## config.mk

```make
export PLATFORM = sky130hd
export DESIGN_NAME = twpwm_timer
export DESIGN_NICKNAME = d
export VERILOG_FILES = /design/src/twpwm_pkg.sv /design/src/twpwm_timer.sv
export VERILOG_INCLUDE_DIRS = /design/src /design/src/src
export SDC_FILE = /design/constraint.sdc
export NUM_CORES = 1
export LEC_CHECK = 0
export CAP_MARGIN = 30
export CORE_MARGIN = 10
export CORE_UTILIZATION = 40
export CTS_CLUSTER_DIAMETER = 40
export CTS_CLUSTER_SIZE = 12
export DETAILED_ROUTE_END_ITERATION = 10
export DONT_BUFFER_PORTS = 1
export MAX_ROUTING_LAYER = met4
export PLACE_DENSITY_LB_ADDON = 0.15
export SYNTH_ARGS = -nofsm -noshare
export SYNTH_HDL_FRONTEND = slang
export SYNTH_SLANG_ARGS = --single-unit
```

## constraint.sdc

```tcl
create_clock -name core_clk -period 4 [get_ports core_clk]
set_input_delay 0.8 -clock core_clk [delete_from_list [all_inputs] [get_ports core_clk]]
set_output_delay 0.8 -clock core_clk [all_outputs]
set_load 0.02 [all_outputs]
```

## src/twpwm_defines.svh

```systemverilog
`ifndef TWPWM_DEFINES_SVH
`define TWPWM_DEFINES_SVH

`define TWPWM_CTRL_OFS 4'h0
`define TWPWM_CMP_OFS 4'h4
`define TWPWM_CNT_OFS 4'h8
`define TWPWM_STAT_OFS 4'hC
`define TWPWM_CTRL_MODE_LSB 0
`define TWPWM_CTRL_ACT_LSB 2
`define TWPWM_CTRL_PRE_LSB 4
`define TWPWM_CTRL_FORCE_BIT 7
`define TWPWM_STAT_OVF_BIT 0
`define TWPWM_STAT_CMP_BIT 1
`define TWPWM_STAT_OUT_BIT 2
`define TWPWM_STAT_DIR_BIT 3
`define TWPWM_BOTTOM 8'h00
`define TWPWM_MAX 8'hFF
`define TWPWM_CTRL_RST 8'h00
`define TWPWM_CMP_RST 8'h00
`define TWPWM_DIV8 11'h007
`define TWPWM_DIV64 11'h03F
`define TWPWM_DIV256 11'h0FF
`define TWPWM_DIV1024 11'h3FF

`endif

```

## src/twpwm_pkg.sv

```systemverilog
package twpwm_pkg;
    typedef enum logic [1:0] {
        TWPWM_NORMAL = 2'h0,
        TWPWM_PHASE = 2'h1,
        TWPWM_CTC = 2'h2,
        TWPWM_FAST = 2'h3
    } twpwm_mode_type;
    typedef struct packed {
        logic force_strobe;
        logic [2:0] prescale;
        logic [1:0] action;
        twpwm_mode_type mode;
    } twpwm_ctrl_type;
    typedef struct packed {
        logic overflow_flag;
        logic compare_match_flag;
    } twpwm_flags_type;
endpackage : twpwm_pkg

```

## src/twpwm_timer.sv

```systemverilog
`timescale 1ns/1ps
`include "twpwm_defines.svh"
// Functional notes
// - Compare-clear toggle period is 2*N*(1+compare) clocks.
// - Compare-clear mode flags overflow at max.
// - Mode 3 counts bottom to max, restarts.
// - Fast non-inverting clears at match, sets bottom.
// - Fast counter clears tick after reaching max.
// - Fast mode flags overflow at every max.
// - Fast action two normal, three inverted.
// - Fast period is 256 ticks.
// - Fast extremes give spike or constant level.
// - Fast action one toggles, compare stays buffered.
// - Mode 1 counts up then down, eight bits.
// - Phase mode clears up-match, sets down-match.
// - Phase counter holds max one tick.
// - Phase mode flags overflow at bottom.
// - Phase period is 510 ticks.
// - Phase extremes hold output constant.
// - Leaving max compare fixes level at period start; code keeps the max-compare level at that top.
// - Missed up-match still applies its transition.
// - Tick is clock enable, one clock domain.
// - Action zero disconnects output from pin.
// - Compare equal top with upper bit acts at top.
module twpwm_timer
    import twpwm_pkg::*;
(
    input wire logic core_clk,
    input wire logic rst_n,
    input wire logic [3:0] avs_address,
    input wire logic avs_read,
    input wire logic avs_write,
    input wire logic [31:0] avs_writedata,
    output logic [31:0] avs_readdata,
    output logic avs_waitrequest,
    output logic wave_output,
    output logic wave_output_en,
    output logic overflow_flag,
    output logic compare_match_flag
);

    twpwm_ctrl_type ctrl_reg;
    logic [7:0] compare_buf_reg;
    logic [7:0] compare_value;
    logic [7:0] count_value;
    logic count_down_reg;
    logic out_reg;
    logic [10:0] presc_reg;
    logic timer_tick;
    logic ack_reg;
    logic [31:0] rdata_reg;
    twpwm_flags_type flags_reg;
    logic wr_ctrl;
    logic wr_cmp;
    logic wr_cnt;
    logic wr_stat;
    logic cnt_written_reg;
    logic match;
    logic at_max;
    logic at_top;
    logic [7:0] count_next;
    logic out_next;
    logic load_cmp;
    logic is_pwm;

    // One register decode function serves both read and write paths.
    function automatic logic hit(input logic [3:0] a, input logic [3:0] ofs);
        hit = (a == ofs);
    endfunction : hit

    // A single wait state gives registered read data and a fixed answer time.
    assign avs_waitrequest = (avs_read | avs_write) & ~ack_reg;
    // Writes land only at the edge where waitrequest is seen low by the master.
    assign wr_ctrl = avs_write & ack_reg & hit(avs_address, `TWPWM_CTRL_OFS);
    assign wr_cmp = avs_write & ack_reg & hit(avs_address, `TWPWM_CMP_OFS);
    assign wr_cnt = avs_write & ack_reg & hit(avs_address, `TWPWM_CNT_OFS);
    assign wr_stat = avs_write & ack_reg & hit(avs_address, `TWPWM_STAT_OFS);

    always_ff @(posedge core_clk) begin
        if (!rst_n) begin
            ack_reg <= 1'b0;
        end else begin
            ack_reg <= (avs_read | avs_write) & ~ack_reg;
        end
    end

    always_ff @(posedge core_clk) begin
        if (!rst_n) begin
            rdata_reg <= 32'h00000000;
        end else if (avs_read & ~ack_reg) begin
            rdata_reg <= 32'h00000000;
            if (hit(avs_address, `TWPWM_CTRL_OFS)) begin
                rdata_reg[6:0] <= ctrl_reg[6:0];
            end else if (hit(avs_address, `TWPWM_CMP_OFS)) begin
                rdata_reg[7:0] <= compare_buf_reg;
            end else if (hit(avs_address, `TWPWM_CNT_OFS)) begin
                rdata_reg[7:0] <= count_value;
            end else if (hit(avs_address, `TWPWM_STAT_OFS)) begin
                rdata_reg[`TWPWM_STAT_OVF_BIT] <= flags_reg.overflow_flag;
                rdata_reg[`TWPWM_STAT_CMP_BIT] <= flags_reg.compare_match_flag;
                rdata_reg[`TWPWM_STAT_OUT_BIT] <= out_reg;
                rdata_reg[`TWPWM_STAT_DIR_BIT] <= count_down_reg;
            end
        end
    end
    assign avs_readdata = rdata_reg;

    always_ff @(posedge core_clk) begin
        if (!rst_n) begin
            ctrl_reg <= `TWPWM_CTRL_RST;
        end else if (wr_ctrl) begin
            ctrl_reg <= avs_writedata[7:0];
        end else begin
            ctrl_reg.force_strobe <= 1'b0;
        end
    end

    // Prescaler turns the core clock into a one-cycle tick enable.
    always_comb begin
        case (ctrl_reg.prescale)
            3'h1: timer_tick = 1'b1;
            3'h2: timer_tick = (presc_reg[2:0] == 3'(`TWPWM_DIV8));
            3'h3: timer_tick = (presc_reg[5:0] == 6'(`TWPWM_DIV64));
            3'h4: timer_tick = (presc_reg[7:0] == 8'(`TWPWM_DIV256));
            3'h5: timer_tick = (presc_reg[9:0] == 10'(`TWPWM_DIV1024));
            default: timer_tick = 1'b0;
        endcase
    end

    always_ff @(posedge core_clk) begin
        if (!rst_n) begin
            presc_reg <= 11'h000;
        end else begin
            presc_reg <= presc_reg + 11'h001;
        end
    end

    assign is_pwm = ctrl_reg.mode[0];
    assign compare_value = compare_buf_reg;
    logic [7:0] cmp_act_reg;
    assign match = (count_value == cmp_act_reg) & ~cnt_written_reg;
    assign at_max = (count_value == `TWPWM_MAX);
    assign at_top = (ctrl_reg.mode == TWPWM_CTC) ? match : at_max;

    // Compare buffer moves to the comparator at the period boundary in PWM modes.
    always_comb begin
        case (ctrl_reg.mode)
            TWPWM_FAST: load_cmp = timer_tick & at_max;
            TWPWM_PHASE: load_cmp = timer_tick & at_max;
            default: load_cmp = 1'b1;
        endcase
    end

    always_ff @(posedge core_clk) begin
        if (!rst_n) begin
            compare_buf_reg <= `TWPWM_CMP_RST;
        end else if (wr_cmp) begin
            compare_buf_reg <= avs_writedata[7:0];
        end
    end

    always_ff @(posedge core_clk) begin
        if (!rst_n) begin
            cmp_act_reg <= `TWPWM_CMP_RST;
        end else if (load_cmp) begin
            cmp_act_reg <= compare_value;
        end
    end

    always_comb begin
        case (ctrl_reg.mode)
            TWPWM_FAST: count_next = at_max ? `TWPWM_BOTTOM : count_value + 8'h01;
            TWPWM_PHASE: begin
                if (count_down_reg) begin
                    count_next = count_value - 8'h01;
                end else if (at_max) begin
                    count_next = count_value - 8'h01;
                end else begin
                    count_next = count_value + 8'h01;
                end
            end
            TWPWM_CTC: count_next = match ? `TWPWM_BOTTOM : count_value + 8'h01;
            default: count_next = count_value + 8'h01;
        endcase
    end

    always_ff @(posedge core_clk) begin
        if (!rst_n) begin
            count_value <= `TWPWM_BOTTOM;
        end else if (wr_cnt) begin
            count_value <= avs_writedata[7:0];
        end else if (timer_tick) begin
            count_value <= count_next;
        end
    end

    // A counter write blocks the compare on the following tick.
    always_ff @(posedge core_clk) begin
        if (!rst_n) begin
            cnt_written_reg <= 1'b0;
        end else if (wr_cnt) begin
            cnt_written_reg <= 1'b1;
        end else if (timer_tick) begin
            cnt_written_reg <= 1'b0;
        end
    end

    always_ff @(posedge core_clk) begin
        if (!rst_n) begin
            count_down_reg <= 1'b0;
        end else if (ctrl_reg.mode != TWPWM_PHASE) begin
            count_down_reg <= 1'b0;
        end else if (timer_tick) begin
            if (at_max) begin
                count_down_reg <= 1'b1;
            end else if (count_value == 8'h01 && count_down_reg) begin
                count_down_reg <= 1'b0;
            end
        end
    end

    always_comb begin
        out_next = out_reg;
        case (ctrl_reg.mode)
            TWPWM_FAST: begin
                if (ctrl_reg.action == 2'h1) begin
                    if (match) out_next = ~out_reg;
                end else if (ctrl_reg.action[1]) begin
                    if (at_max) begin
                        out_next = ~ctrl_reg.action[0];
                    end
                    if (match && !(cmp_act_reg == `TWPWM_MAX)) begin
                        out_next = ctrl_reg.action[0];
                    end
                end
            end
            TWPWM_PHASE: begin
                if (ctrl_reg.action[1]) begin
                    if (at_max && cmp_act_reg == `TWPWM_MAX) begin
                        out_next = ~ctrl_reg.action[0];
                    end else if (at_max && compare_value != `TWPWM_MAX) begin
                        // Level at top must equal the up-match result for symmetry.
                        out_next = ctrl_reg.action[0];
                    end else if (match && !count_down_reg) begin
                        out_next = ctrl_reg.action[0];
                    end else if (match && count_down_reg) begin
                        out_next = ~ctrl_reg.action[0];
                    end
                end
            end
            default: begin
                if (match) begin
                    case (ctrl_reg.action)
                        2'h1: out_next = ~out_reg;
                        2'h2: out_next = 1'b0;
                        2'h3: out_next = 1'b1;
                        default: out_next = out_reg;
                    endcase
                end
            end
        endcase
    end

    always_ff @(posedge core_clk) begin
        if (!rst_n) begin
            out_reg <= 1'b0;
        end else if (ctrl_reg.force_strobe && !is_pwm) begin
            case (ctrl_reg.action)
                2'h1: out_reg <= ~out_reg;
                2'h2: out_reg <= 1'b0;
                2'h3: out_reg <= 1'b1;
                default: out_reg <= out_reg;
            endcase
        end else if (timer_tick) begin
            out_reg <= out_next;
        end
    end

    // Hardware set wins over a software clear in the same cycle.
    always_ff @(posedge core_clk) begin
        if (!rst_n) begin
            flags_reg <= 2'h0;
        end else begin
            if (timer_tick && ((is_pwm && !ctrl_reg.mode[1]) ?
                (count_down_reg && count_value == 8'h01) : at_max)) begin
                flags_reg.overflow_flag <= 1'b1;
            end else if (wr_stat && avs_writedata[`TWPWM_STAT_OVF_BIT]) begin
                flags_reg.overflow_flag <= 1'b0;
            end
            if (timer_tick && match) begin
                flags_reg.compare_match_flag <= 1'b1;
            end else if (wr_stat && avs_writedata[`TWPWM_STAT_CMP_BIT]) begin
                flags_reg.compare_match_flag <= 1'b0;
            end
        end
    end

    assign wave_output = out_reg;
    assign wave_output_en = (ctrl_reg.action != 2'h0);
    assign overflow_flag = flags_reg.overflow_flag;
    assign compare_match_flag = flags_reg.compare_match_flag;

endmodule : twpwm_timer

```

# Yosys cells after proc, flatten, opt, wreduce, memory -nomap -nowiden
# Cells that the tools add are included.
# op_classes
n_eq_ne	29
bitwise	15
n_reduce_logical	29
addsub	3
muxes	39
# ops
operator	count
8-bit 2-to-1 mux	7
8-bit equality test (second input constant)	3
1-bit 2-to-1 mux	24
8-bit one-hot mux with 3 select lines	1
1-bit logical AND	12
4-bit 2-to-1 mux	3
2-bit nonzero test	6
11-bit by 1-bit adder with 11-bit output (second input constant)	1
10-bit equality test (second input constant)	1
1-bit AND	9
3-bit equality test (second input constant)	3
8-bit by 1-bit adder with 8-bit output (second input constant)	1
2-bit equality test (second input constant)	4
4-bit equality test (second input constant)	2
8-bit by 1-bit equality test with 1-bit output (second input constant)	1
8-bit equality test	1
4-bit != test (second input constant)	2
8-bit != test (second input constant)	1
8-bit by 1-bit subtractor with 8-bit output (second input constant)	1
7-bit 2-to-1 mux	1
7-bit AND reduction	1
3-bit by 2-bit equality test with 1-bit output (second input constant)	2
6-bit equality test (second input constant)	1
6-bit != test (second input constant)	1
16 further kinds	26
# word_totals
regBits	57
inputBits	40
out_inout_bits	37
word_cells	130

# Longest topological paths before layout
# Gate-level depths: netlist of the first run.
# logic_depth
ltp_word	11
depth_mapped	9
ltp_nobuf	9

# Worst setup path before layout of the first run
# OpenSTA, ideal clock, no wires.
# synth_path
path_kind	in2reg
startpoint	input avs_address[3]
endpoint	register ctrl_reg[0] (netlist bit)
path_stages	6
slack_ps	1793
t_required_ps	3872
path_buffers	2
arrival_ps	2079
setup_time_ps	128
cell_sequence	clkbuf_1 -> nor4_1 -> and3_1 -> buf_2 -> mux2i_1 -> nor2_1
# synth_via
elab_chain_cells	2
# synth_lines
element	line	rtl
from (decl)	twpwm_timer.sv:30	input wire logic [3:0] avs_address,
4-bit logical NOT	twpwm_timer.sv:68	hit = (a == ofs);
1-bit AND	twpwm_timer.sv:74	assign wr_ctrl = avs_write & ack_reg & hit(avs_address, `TWPWM_CTRL_OFS);
to (signal assigned)	twpwm_timer.sv:110	ctrl_reg <= `TWPWM_CTRL_RST;
to (signal assigned)	twpwm_timer.sv:112	ctrl_reg <= avs_writedata[7:0];
to (decl)	twpwm_timer.sv:42	twpwm_ctrl_type ctrl_reg;
# No other way between the ends.
# A chain may end at the register's enable or synchronous reset.

# Worst setup path in the final report of the first run
# layout_path
startpoint	register count_value[0]
endpoint	register count_value[4]
# layout_via
elab_chain_cells	6
elab_cells_between_ends	12
classes_between	2 x add/sub; 2 x eq/ne; 7 x mux; 1 x bitwise
# layout_lines
element	line	rtl
from (decl)	twpwm_timer.sv:45	logic [7:0] count_value;
from (signal assigned)	twpwm_timer.sv:189	count_value <= `TWPWM_BOTTOM;
from (signal assigned)	twpwm_timer.sv:191	count_value <= avs_writedata[7:0];
from (signal assigned)	twpwm_timer.sv:193	count_value <= count_next;
8-bit by 1-bit adder with 8-bit output (tied with other cells)	n/a	
8-bit 2-to-1 mux / 1-bit AND (equally long branches)	twpwm_timer.sv:176, twpwm_timer.sv:141	
8-bit 2-to-1 mux (on tied branches)	twpwm_timer.sv:174, twpwm_timer.sv:182	
8-bit one-hot mux with 3 select lines (*)	twpwm_timer.sv:171	case (ctrl_reg.mode)
8-bit 2-to-1 mux (*)	twpwm_timer.sv:192	end else if (timer_tick) begin
8-bit 2-to-1 mux (*)	twpwm_timer.sv:190	end else if (wr_cnt) begin
# Every way passes the cells marked *; elsewhere a longest branch is shown, timed or not. The select of a mux whose other input is x is not followed.

==> impl_metrics.toml, run 1 <==
[status]
status = "complete, no violations"

[critical_path]
required_ps = 4220
worstPathCellList = "ha_1, nand4_1, nor2_2, o21a_1, nand2_1, o31ai_1, a211oi_1, nor4_1"
worstSetupPathType = "reg -> reg"
critPathMaxFanout = 9
critPathLaunch = "count_value[0]$_SDFFE_PN0P_"
r2r_start = "count_value[0]$_SDFFE_PN0P_"
critPathMaxStageDelay_ps = 580
cp-end-kind = "register"
arrival_ps = 2860
startpoint_type = "register"
slowest_stage = "dfxtp_1"

[sta]
period_share_pct = 66.1
tns_ps = 0
final_hold_viol_count = 0
finalSetupViolCount = 0
drv_slew = 0
layout_min_cycle_time_ps = 2640
finClkSkew_ps = 14.8
timing.hold.ws_ps = 458
rsz0062_at_grt = "no"
fmaxAchievable_ghz = 0.378
slew_headroom_pct = 38.8
worst_slew_pin_slew_ps = 919

[power]
powerDensity_nw_per_um2 = 292
ir_worst_vdd_mv = 0.130
p_leak_nw = 1.36

[die]
rows = 33
chipWidth_um = 111
start_util_pct = 40.7
core_sq_um = 8130
die_y_um = 111
fp.dieArea_sq_um = 12300
io_pins = 77

[logic_synthesis]
synth_seq_cells = 56
synth_compound_area_share_pct = 18.9
yosysTopAreaCell = "dfxtp_1"
synth_area_sq_um = 3310
synth_top_cells_by_area = "dfxtp_1 34%, mux2i_1 8.2%, nor2_1 6.1%"
synthArstFlopShare_pct = 0
syn_avg_cell_area_sq_um = 8.13
synth_fa_ha_area_share_pct = 1.89
synth_top_area_share_pct = 33.9
yosys.area_share.simple_pct = 23.8
synth_edf_count = 0
yosysSeqAreaShare_pct = 33.9
synth_cell_type_count = 59
synth_top_family_by_area = "simple AND/OR/NAND/NOR gates"
synth_ff_type = "dfxtp_1"
synth_cells = 407
synth_xor_area_share_pct = 3.44
yosys_warnings = 0
synth_mux_area_share_pct = 8.84

[drt]
viasPerCell = 5.51
routedWlPerCell_um = 17.5
postRouteWirelength_um = 8720
dr.pass1.iters = 4
drt_iter0_drc = 206
antenna_left = 0
drc = 0
dr_total_vias = 2749

[global_routing]
grt_overflow = 0
grt.total_usage_pct = 14.0
grt_pass1_vias = 2661
antenna_found_initial = 0
grt_max_degree = 47
grt_pass1_wl_um = 14200

[final_layout]
multi_input_area_sq_um = 1970
fillers = 841
fin_nets = 438
fin_cells = 499
fin_util_pct = 41.1
num_antenna_cells = 0
largest_reg_flops = 10
area_growth_pct = 1.06
regArea_sq_um = 1120
design_area_sq_um = 3350
drive_gt1_share_pct = 6.09

[clock_tree]
hold_buffers = 0
cts_buffers = 5
clk_pin_slew_ps = 110
cts_setup_buffers = 0
htree_levels = 2
root_buffer = "clkbuf_8"
cts_sinks = 56
clk_path_buf_depth = 2
insertion_delay_ps = 320
cts_tree = "built"
cts_resized = 0

[placed_design]
dp_hpwl_um = 6430
placedCellCount = 491
gp_congestion = 0.847
port_buffers = 0
placed_area_sq_um = 3250

[flow_run]
drv_cap = 0

[hold_path]
min_path_type = "reg -> reg"
min_from = "presc_reg[0]$_SDFF_PN0_"
cell usage in the layout (no fill, tap or decap), drive strengths merged, types with 5 or more instances in the layout:
master | synthesis | routed
nand2 | 32 | 32
a31oi | 5 | 5
a221oi | 5 | 5
nand4 | 8 | 8
nor2 | 55 | 55
nand3 | 15 | 15
inv | 8 | 9
o21ai | 27 | 27
a22o | 5 | 5
and3 | 8 | 8
mux2i | 27 | 27
a21oi | 18 | 18
dfxtp | 56 | 56
conb | 1 | 24
nor3 | 13 | 13
xor2 | 12 | 12
nor2b | 9 | 9
clkbuf | 10 | 5
and2 | 5 | 5
ha | 5 | 5
a22oi | 5 | 5
routing by layer:
| metal | vias to the layer above | GRT usage, % | share of wire, % |
|---|---|---|---|
| li1 | 1378 | - | - |
| met1 | 1292 | 17.1 | 45 |
| met2 | 72 | 22.3 | 47 |
| met3 | 7 | 3.95 | 7.0 |
| met4 | 0 | 3.47 | 0.97 |
| met5 | - | - | 0 |
power by group:
part           total, mW  internal, mW  switching (mW)
clock network      0.326         0.126           0.200
logic             0.0726        0.0185          0.0540
registers          0.579         0.565          0.0132
worst paths after layout:
check | cells past startpoint | slack [ps] | end
worst max-delay path | 8 | 1360 | count_value[4]$_SDFFE_PN0P_
worst min register to register | 1 | 460 | presc_reg[0]$_SDFF_PN0_
worst min-delay path | 1 | 460 | presc_reg[0]$_SDFF_PN0_
worst max register to register | 8 | 1360 | count_value[4]$_SDFFE_PN0P_
cell families (layout without fill, tap and decap cells):
| family | count (synthesis) | count (layout) |
|---|---|---|
| compound gates | 89 | 89 |
| xor+xnor | 13 | 13 |
| fa+ha+maj | 5 | 5 |
| buf+inv | 52 | 16 |
| flops | 56 | 56 |
| mux | 29 | 29 |
| other cells | 1 | 24 |
| simple gates | 162 | 162 |
synthesized netlist by cell type, drive strengths merged, types with 2 or more instances:
master  count
a211oi      2
nor2       55
o211ai      3
a21oi      18
a311oi      2
a21boi      2
inv         8
clkbuf     10
o22ai       4
xor2       12
nor2b       9
and2        5
a22o        5
a22oi       5
nand2      32
a31oi       5
nand3      15
mux2i      27
and4        2
o21ai      27
and3        8
or2         3
dfxtp      56
mux2        2
or3         4
ha          5
nand4       8
o31ai       2
nand2b      3
o221ai      2
buf        34
nor3       13
nor4        4
a221oi      5
stage by stage:
step	worst slack (ps)	total power, mW
final	1360	0.977
after global routing	1160	1.02
after CTS	1340	0.986
after detailed placement	1410	0.663
after global placement	1390	0.663
after floorplan	1790	0.673
worst max-delay path: cells and delay by family, from the launching register on:
kind | cells | cell delay, ps
AND/OR/NAND/NOR | 4 | 960
AO/OA/AOI/OAI | 3 | 670
flip-flops | 1 | 580
adder cells (fa/ha/maj) | 1 | 330
cell type report:
type / count / area share [%]
Tap cell: 105 / 3.93
Inverter: 8 / 0.898
Multi-Input combinational cell: 322 / 58.9
Clock buffer: 5 / 2.06
Sequential cell: 56 / 33.5
Clock inverter: 3 / 0.673
Note: power is estimated with default switching activity, not from simulation.
==> run 2, diff against run 1 <==
==> constraint.sdc (replaced) <==
create_clock -name core_clk -period 2.2 [get_ports core_clk]
set_input_delay 0.44 -clock core_clk [delete_from_list [all_inputs] [get_ports core_clk]]
set_output_delay 0.44 -clock core_clk [all_outputs]
set_load 0.02 [all_outputs]
==> run 2 against run 1 <==
  * Sequential power rose by 81%
  * Flip-flop and latch count did not move
  * Maximum frequency grew 28%
  * Worst setup slack lost 1200 ps
  * Clock skew rose by 1.7 ps
  * Largest cell class unchanged
==> impl_metrics.toml, run 2 (synthesized netlist as in run 1, its figures left out) <==
[critical_path]
arrival_ps = 2230
slowest_stage = "dfxtp_1"
rrSetupSlack_ps = 140
required_ps = 2370
worstSetupPathType = "reg -> reg"
critPathMaxStageDelay_ps = 370
worstPathCellList = "ha_2, nand3_2, o41ai_4, o31ai_4, buf_4, o21ai_4, buf_12, mux2i_1, nor2_1"
r2r_end = "cmp_act_reg[6]$_SDFFE_PN0P_"
r2r_start = "presc_reg[0]$_SDFF_PN0_"
cp-end-kind = "register"
r2r_cells = 9
startpoint_type = "register"
critPathMaxFanout = 8

[die]
rows = 33
fp.dieArea_sq_um = 12300
start_util_pct = 40.7
core_sq_um = 8130
io_pins = 77
die_y_um = 111
chipWidth_um = 111

[drt]
antenna_left = 0
viasPerCell = 5.38
postRouteWirelength_um = 9020
topRoutingLayerUsed = "met4"
routedWlPerCell_um = 16.9
drt_iter0_drc = 169
wl_met1_um = 4080
drc = 0
dr_wl_met3_um = 469
route.met2.wl_um = 4340
dr_total_vias = 2880
dr.pass1.iters = 4

[sta]
final_hold_viol_count = 0
fmaxAchievable_ghz = 0.485
finalSetupViolCount = 0
timing.hold.ws_ps = 258
tns_ps = 0
worst_slew_pin_slew_ps = 592
layout_min_cycle_time_ps = 2060
rsz0062_at_grt = "no"
drv_slew = 0
period_share_pct = 93.6
finClkSkew_ps = 16.6
worst_slack_ps = 140
slew_headroom_pct = 60.5

[clock_tree]
clk_pin_slew_ps = 100
htree_levels = 2
cts_buffers = 5
root_buffer = "clkbuf_8"
clk_path_buf_depth = 2
cts_tree = "built"
insertion_delay_ps = 310
cts_sinks = 56

[final_layout]
final_cell_mix = "56 x dfxtp_1, 54 x nor2_1, 35 x buf_4"
area_growth_pct = 10.1
design_area_sq_um = 3650
final_common_cell = "dfxtp_1"
largest_reg_flops = 10
drive_gt1_share_pct = 14.9
fin_nets = 474
num_antenna_cells = 0

[power]
switching_share_pct = 26.9
powerDensity_nw_per_um2 = 488
cellInternalPower_mw = 1.30
combPwrFrac_pct = 8.4
pwr-share-seq_pct = 58.9
clockPowerShare_pct = 32.6
p_leak_nw = 1.54
ir_worst_vdd_mv = 0.247
switchingPower_mw = 0.478

[flow_run]
drv_cap = 0

[global_routing]
antenna_found_initial = 0
grt_max_degree = 33
grt_pass1_wl_um = 15000
grt.total_usage_pct = 14.9
grt_pass1_vias = 2804
grt_overflow = 0

[hold_path]
min_to = "presc_reg[2]$_SDFF_PN0_"
min_from = "rst_n"
worstHoldPathCells = 1
min_path_type = "in -> reg"

[placed_design]
port_buffers = 0
placed_area_sq_um = 3530
gp_congestion = 0.870
dp_hpwl_um = 6990
place_ws_ps = 65.5

[status]
status = "complete, no violations"
run 2: cell types whose count changed in the layout (fill, tap and decap cells not counted), sizes merged:
cell      change
clkbuf        +1
inv           -1
clkinvlp      +1
clkinv        -1
buf          +36
run 2: worst max-delay path by stage:
stage	startpoint	to	slack (ps)	cells after the start
floorplan	count_value[0]$_SDFFE_PN0P_	count_value[4]$_SDFFE_PN0P_	200	8
global placement	presc_reg[0]$_SDFF_PN0_	count_value[2]$_SDFFE_PN0P_	80	9
detailed placement	presc_reg[0]$_SDFF_PN0_	count_value[2]$_SDFFE_PN0P_	70	9
CTS	presc_reg[0]$_SDFF_PN0_	count_value[7]$_SDFFE_PN0P_	50	10
global route	count_value[0]$_SDFFE_PN0P_	wave_output$_SDFFE_PN0P_	0.9	9
finish	presc_reg[0]$_SDFF_PN0_	cmp_act_reg[6]$_SDFFE_PN0P_	140	9
run 2: layout make-up:
cell class	instances	area [sq um]
clock buffers	6	72.6
clock inverters	2	16.3
fillers	812	4490
inverters	8	30.0
multi-input cells	322	1990
flip-flops and latches	56	1120
well taps	105	131
repair buffers	36	283
run 2: metal layers:
layer,global-route usage (%),vias to the layer above
li1,-,1450
met1,17.9,1362
met2,24.3,59
met3,3.63,9
met4,3.82,0
met5,-,-
run 2: what timing repair did:
action / CTS / global route
endpoints found under the setup margin: 0 / 5
hold endpoints to repair: 0 / 0
hold buffers: 0 / 0
gates resized for setup: 0 / 8
setup buffers: 0 / 1
run 2: power by group through the flow:
stage	combinational, mW	sequential, mW	clock (mW)
floorplan	0.155	1.07	0
global placement	0.145	1.07	0
detailed placement	0.147	1.07	0
CTS	0.147	1.05	0.601
global route	0.169	1.05	0.631
finish	0.150	1.05	0.581
run 2: critical path, delay by kind of cell (launching register included):
family	cells	cell delay, ps
mux	1	180
compound gates	3	650
fa+ha+maj	1	220
simple gates	2	170
flops	1	370
buf+inv	2	330
run 2: through the flow:
stage / util (%) / instances / total power, mW
3_3_place_gp: 43.4 / 526 / 1.22
6_report: 44.8 / 535 / 1.78
3_5_place_dp: 43.4 / 526 / 1.22
2_1_floorplan: - / 430 / 1.22
4_1_cts: 44.5 / 534 / 1.80
5_1_grt: 44.8 / 535 / 1.85
==> run 3, diff against run 2 <==
--- a/config.mk
+++ b/config.mk
@@ -13,7 +13,6 @@
 export CTS_CLUSTER_SIZE = 12
 export DETAILED_ROUTE_END_ITERATION = 10
 export DONT_BUFFER_PORTS = 1
-export MAX_ROUTING_LAYER = met4
 export PLACE_DENSITY_LB_ADDON = 0.15
 export SYNTH_ARGS = -nofsm -noshare
 export SYNTH_HDL_FRONTEND = slang
==> run 3 against run 2 <==
  * Clock skew about the same
  * Count of clock-buffer cells in the layout unchanged
  * Combinational power about the same
  * Via count up 0.42%
  * Global-route usage shrank 0.43 points
  * Sequential power is essentially flat
  * Clock power fell by 0.7%
  * Largest power group unchanged
  * Routed wire length down 0.30%
==> impl_metrics.toml, run 3 (synthesized netlist as in run 1, its figures left out) <==
[status]
status = "complete, no violations"

[hold_path]
worstHoldPathCells = 2
min_path_type = "in -> reg"
min_from = "rst_n"
min_to = "count_value[0]$_SDFFE_PN0P_"

[die]
chipWidth_um = 111
io_pins = 77
start_util_pct = 40.7
rows = 33
die_y_um = 111
fp.dieArea_sq_um = 12300
core_sq_um = 8130

[sta]
worst_slack_ps = 140
finClkSkew_ps = 16.5
layout_min_cycle_time_ps = 2060
period_share_pct = 93.6
worst_slew_pin_slew_ps = 590
final_hold_viol_count = 0
fmaxAchievable_ghz = 0.485
rsz0062_at_grt = "no"
drv_slew = 0
finalSetupViolCount = 0
slew_headroom_pct = 60.6
tns_ps = 0

[critical_path]
worstSetupPathType = "reg -> reg"
cp-end-kind = "register"
required_ps = 2370
r2r_start = "presc_reg[0]$_SDFF_PN0_"
critPathLaunch = "presc_reg[0]$_SDFF_PN0_"
arrival_ps = 2230
rrSetupSlack_ps = 140
critPathMaxFanout = 8
startpoint_type = "register"
r2r_end = "cmp_act_reg[6]$_SDFFE_PN0P_"
r2r_cells = 9

[power]
ir_worst_vdd_mv = 0.246
powerDensity_nw_per_um2 = 487
cellInternalPower_mw = 1.30
pwr-share-seq_pct = 59.1
switching_share_pct = 26.7
combPwrFrac_pct = 8.4
p_leak_nw = 1.54
switchingPower_mw = 0.474
clockPowerShare_pct = 32.5

[drt]
antenna_left = 0
drc = 0
dr_total_vias = 2892
viasPerCell = 5.41
drt_iter0_drc = 162
postRouteWirelength_um = 9000
dr.pass1.iters = 4
routedWlPerCell_um = 16.8

[clock_tree]
insertion_delay_ps = 310
clk_pin_slew_ps = 100
hold_buffers = 0
cts_buffers = 5
root_buffer = "clkbuf_8"
clk_path_buf_depth = 2
cts_tree = "built"
cts_sinks = 56
htree_levels = 2

[global_routing]
antenna_found_initial = 0
grt.total_usage_pct = 14.4
grt_overflow = 0
grt_pass1_vias = 2818
grt_max_degree = 33
grt_pass1_wl_um = 15000

[final_layout]
area_growth_pct = 10.2
largest_reg_flops = 10
drive_gt1_share_pct = 15.1
fillers = 812
final_cell_mix = "55 x dfxtp_1, 54 x nor2_1, 35 x buf_4"
num_antenna_cells = 0
final_common_cell = "dfxtp_1"
fin_nets = 474

[placed_design]
dp_hpwl_um = 6990
place_ws_ps = 65.5
port_buffers = 0
gp_congestion = 0.857

[flow_run]
drv_cap = 0
[run 3: worst max path at each step]
stage | endpoint | cells after the start
final | cmp_act_reg[6]$_SDFFE_PN0P_ | 9
after global routing | count_value[2]$_SDFFE_PN0P_ | 9
after CTS | count_value[7]$_SDFFE_PN0P_ | 10
after detailed placement | count_value[2]$_SDFFE_PN0P_ | 9
after global placement | count_value[2]$_SDFFE_PN0P_ | 9
after floorplan | count_value[4]$_SDFFE_PN0P_ | 8
[run 3: power groups by stage]
stage / registers, mW / clock network, mW / logic, mW
6_report: 1.05 / 0.577 / 0.150
5_1_grt: 1.05 / 0.635 / 0.169
4_1_cts: 1.05 / 0.601 / 0.147
3_5_place_dp: 1.07 / 0 / 0.147
3_3_place_gp: 1.07 / 0 / 0.145
2_1_floorplan: 1.07 / 0 / 0.155
[run 3: critical path, stage by stage, from the launching register on]
cell and delay, ps:
dfxtp_1 370, ha_2 220, nand3_2 120, o41ai_4 340
o31ai_4 150, buf_4 180, o21ai_4 160, buf_12 150
mux2i_1 180, nor2_1 50
[run 3: repair_timing]
item	CTS	global route
gates resized for setup	0	9
setup buffers	0	1
endpoints found under the setup margin	0	5
[run 3: per-layer routing]
metal,vias to the layer above,track usage [%],share of wire [%]
met4,0,3.82,1.5
met2,61,24.2,48
met1,1373,17.9,44
met5,-,0,0
met3,9,3.68,6.0
li1,1449,-,-
[run 3: area by class of cell]
class / instances / area, sq um / share of cell area, %
Inverter: 8 / 30.0 / 0.823
Multi-Input combinational cell: 322 / 1990 / 54.6
Sequential cell: 56 / 1120 / 30.8
Clock inverter: 2 / 16.3 / 0.446
Timing Repair Buffer: 36 / 283 / 7.75
Tap cell: 105 / 131 / 3.60
Clock buffer: 6 / 72.6 / 1.99
[run 3: stage by stage]
stage / power (mW) / hold WS (ps) / area [sq um] / instances / util, %
2_1_floorplan: 1.22 / 418 / 3400 / 430 / -
3_3_place_gp: 1.22 / 434 / 3530 / 526 / 43.4
3_5_place_dp: 1.22 / 447 / 3530 / 526 / 43.4
4_1_cts: 1.80 / 242 / 3620 / 534 / 44.5
5_1_grt: 1.86 / 241 / 3650 / 535 / 44.8
6_report: 1.78 / 252 / 3650 / 535 / 44.8
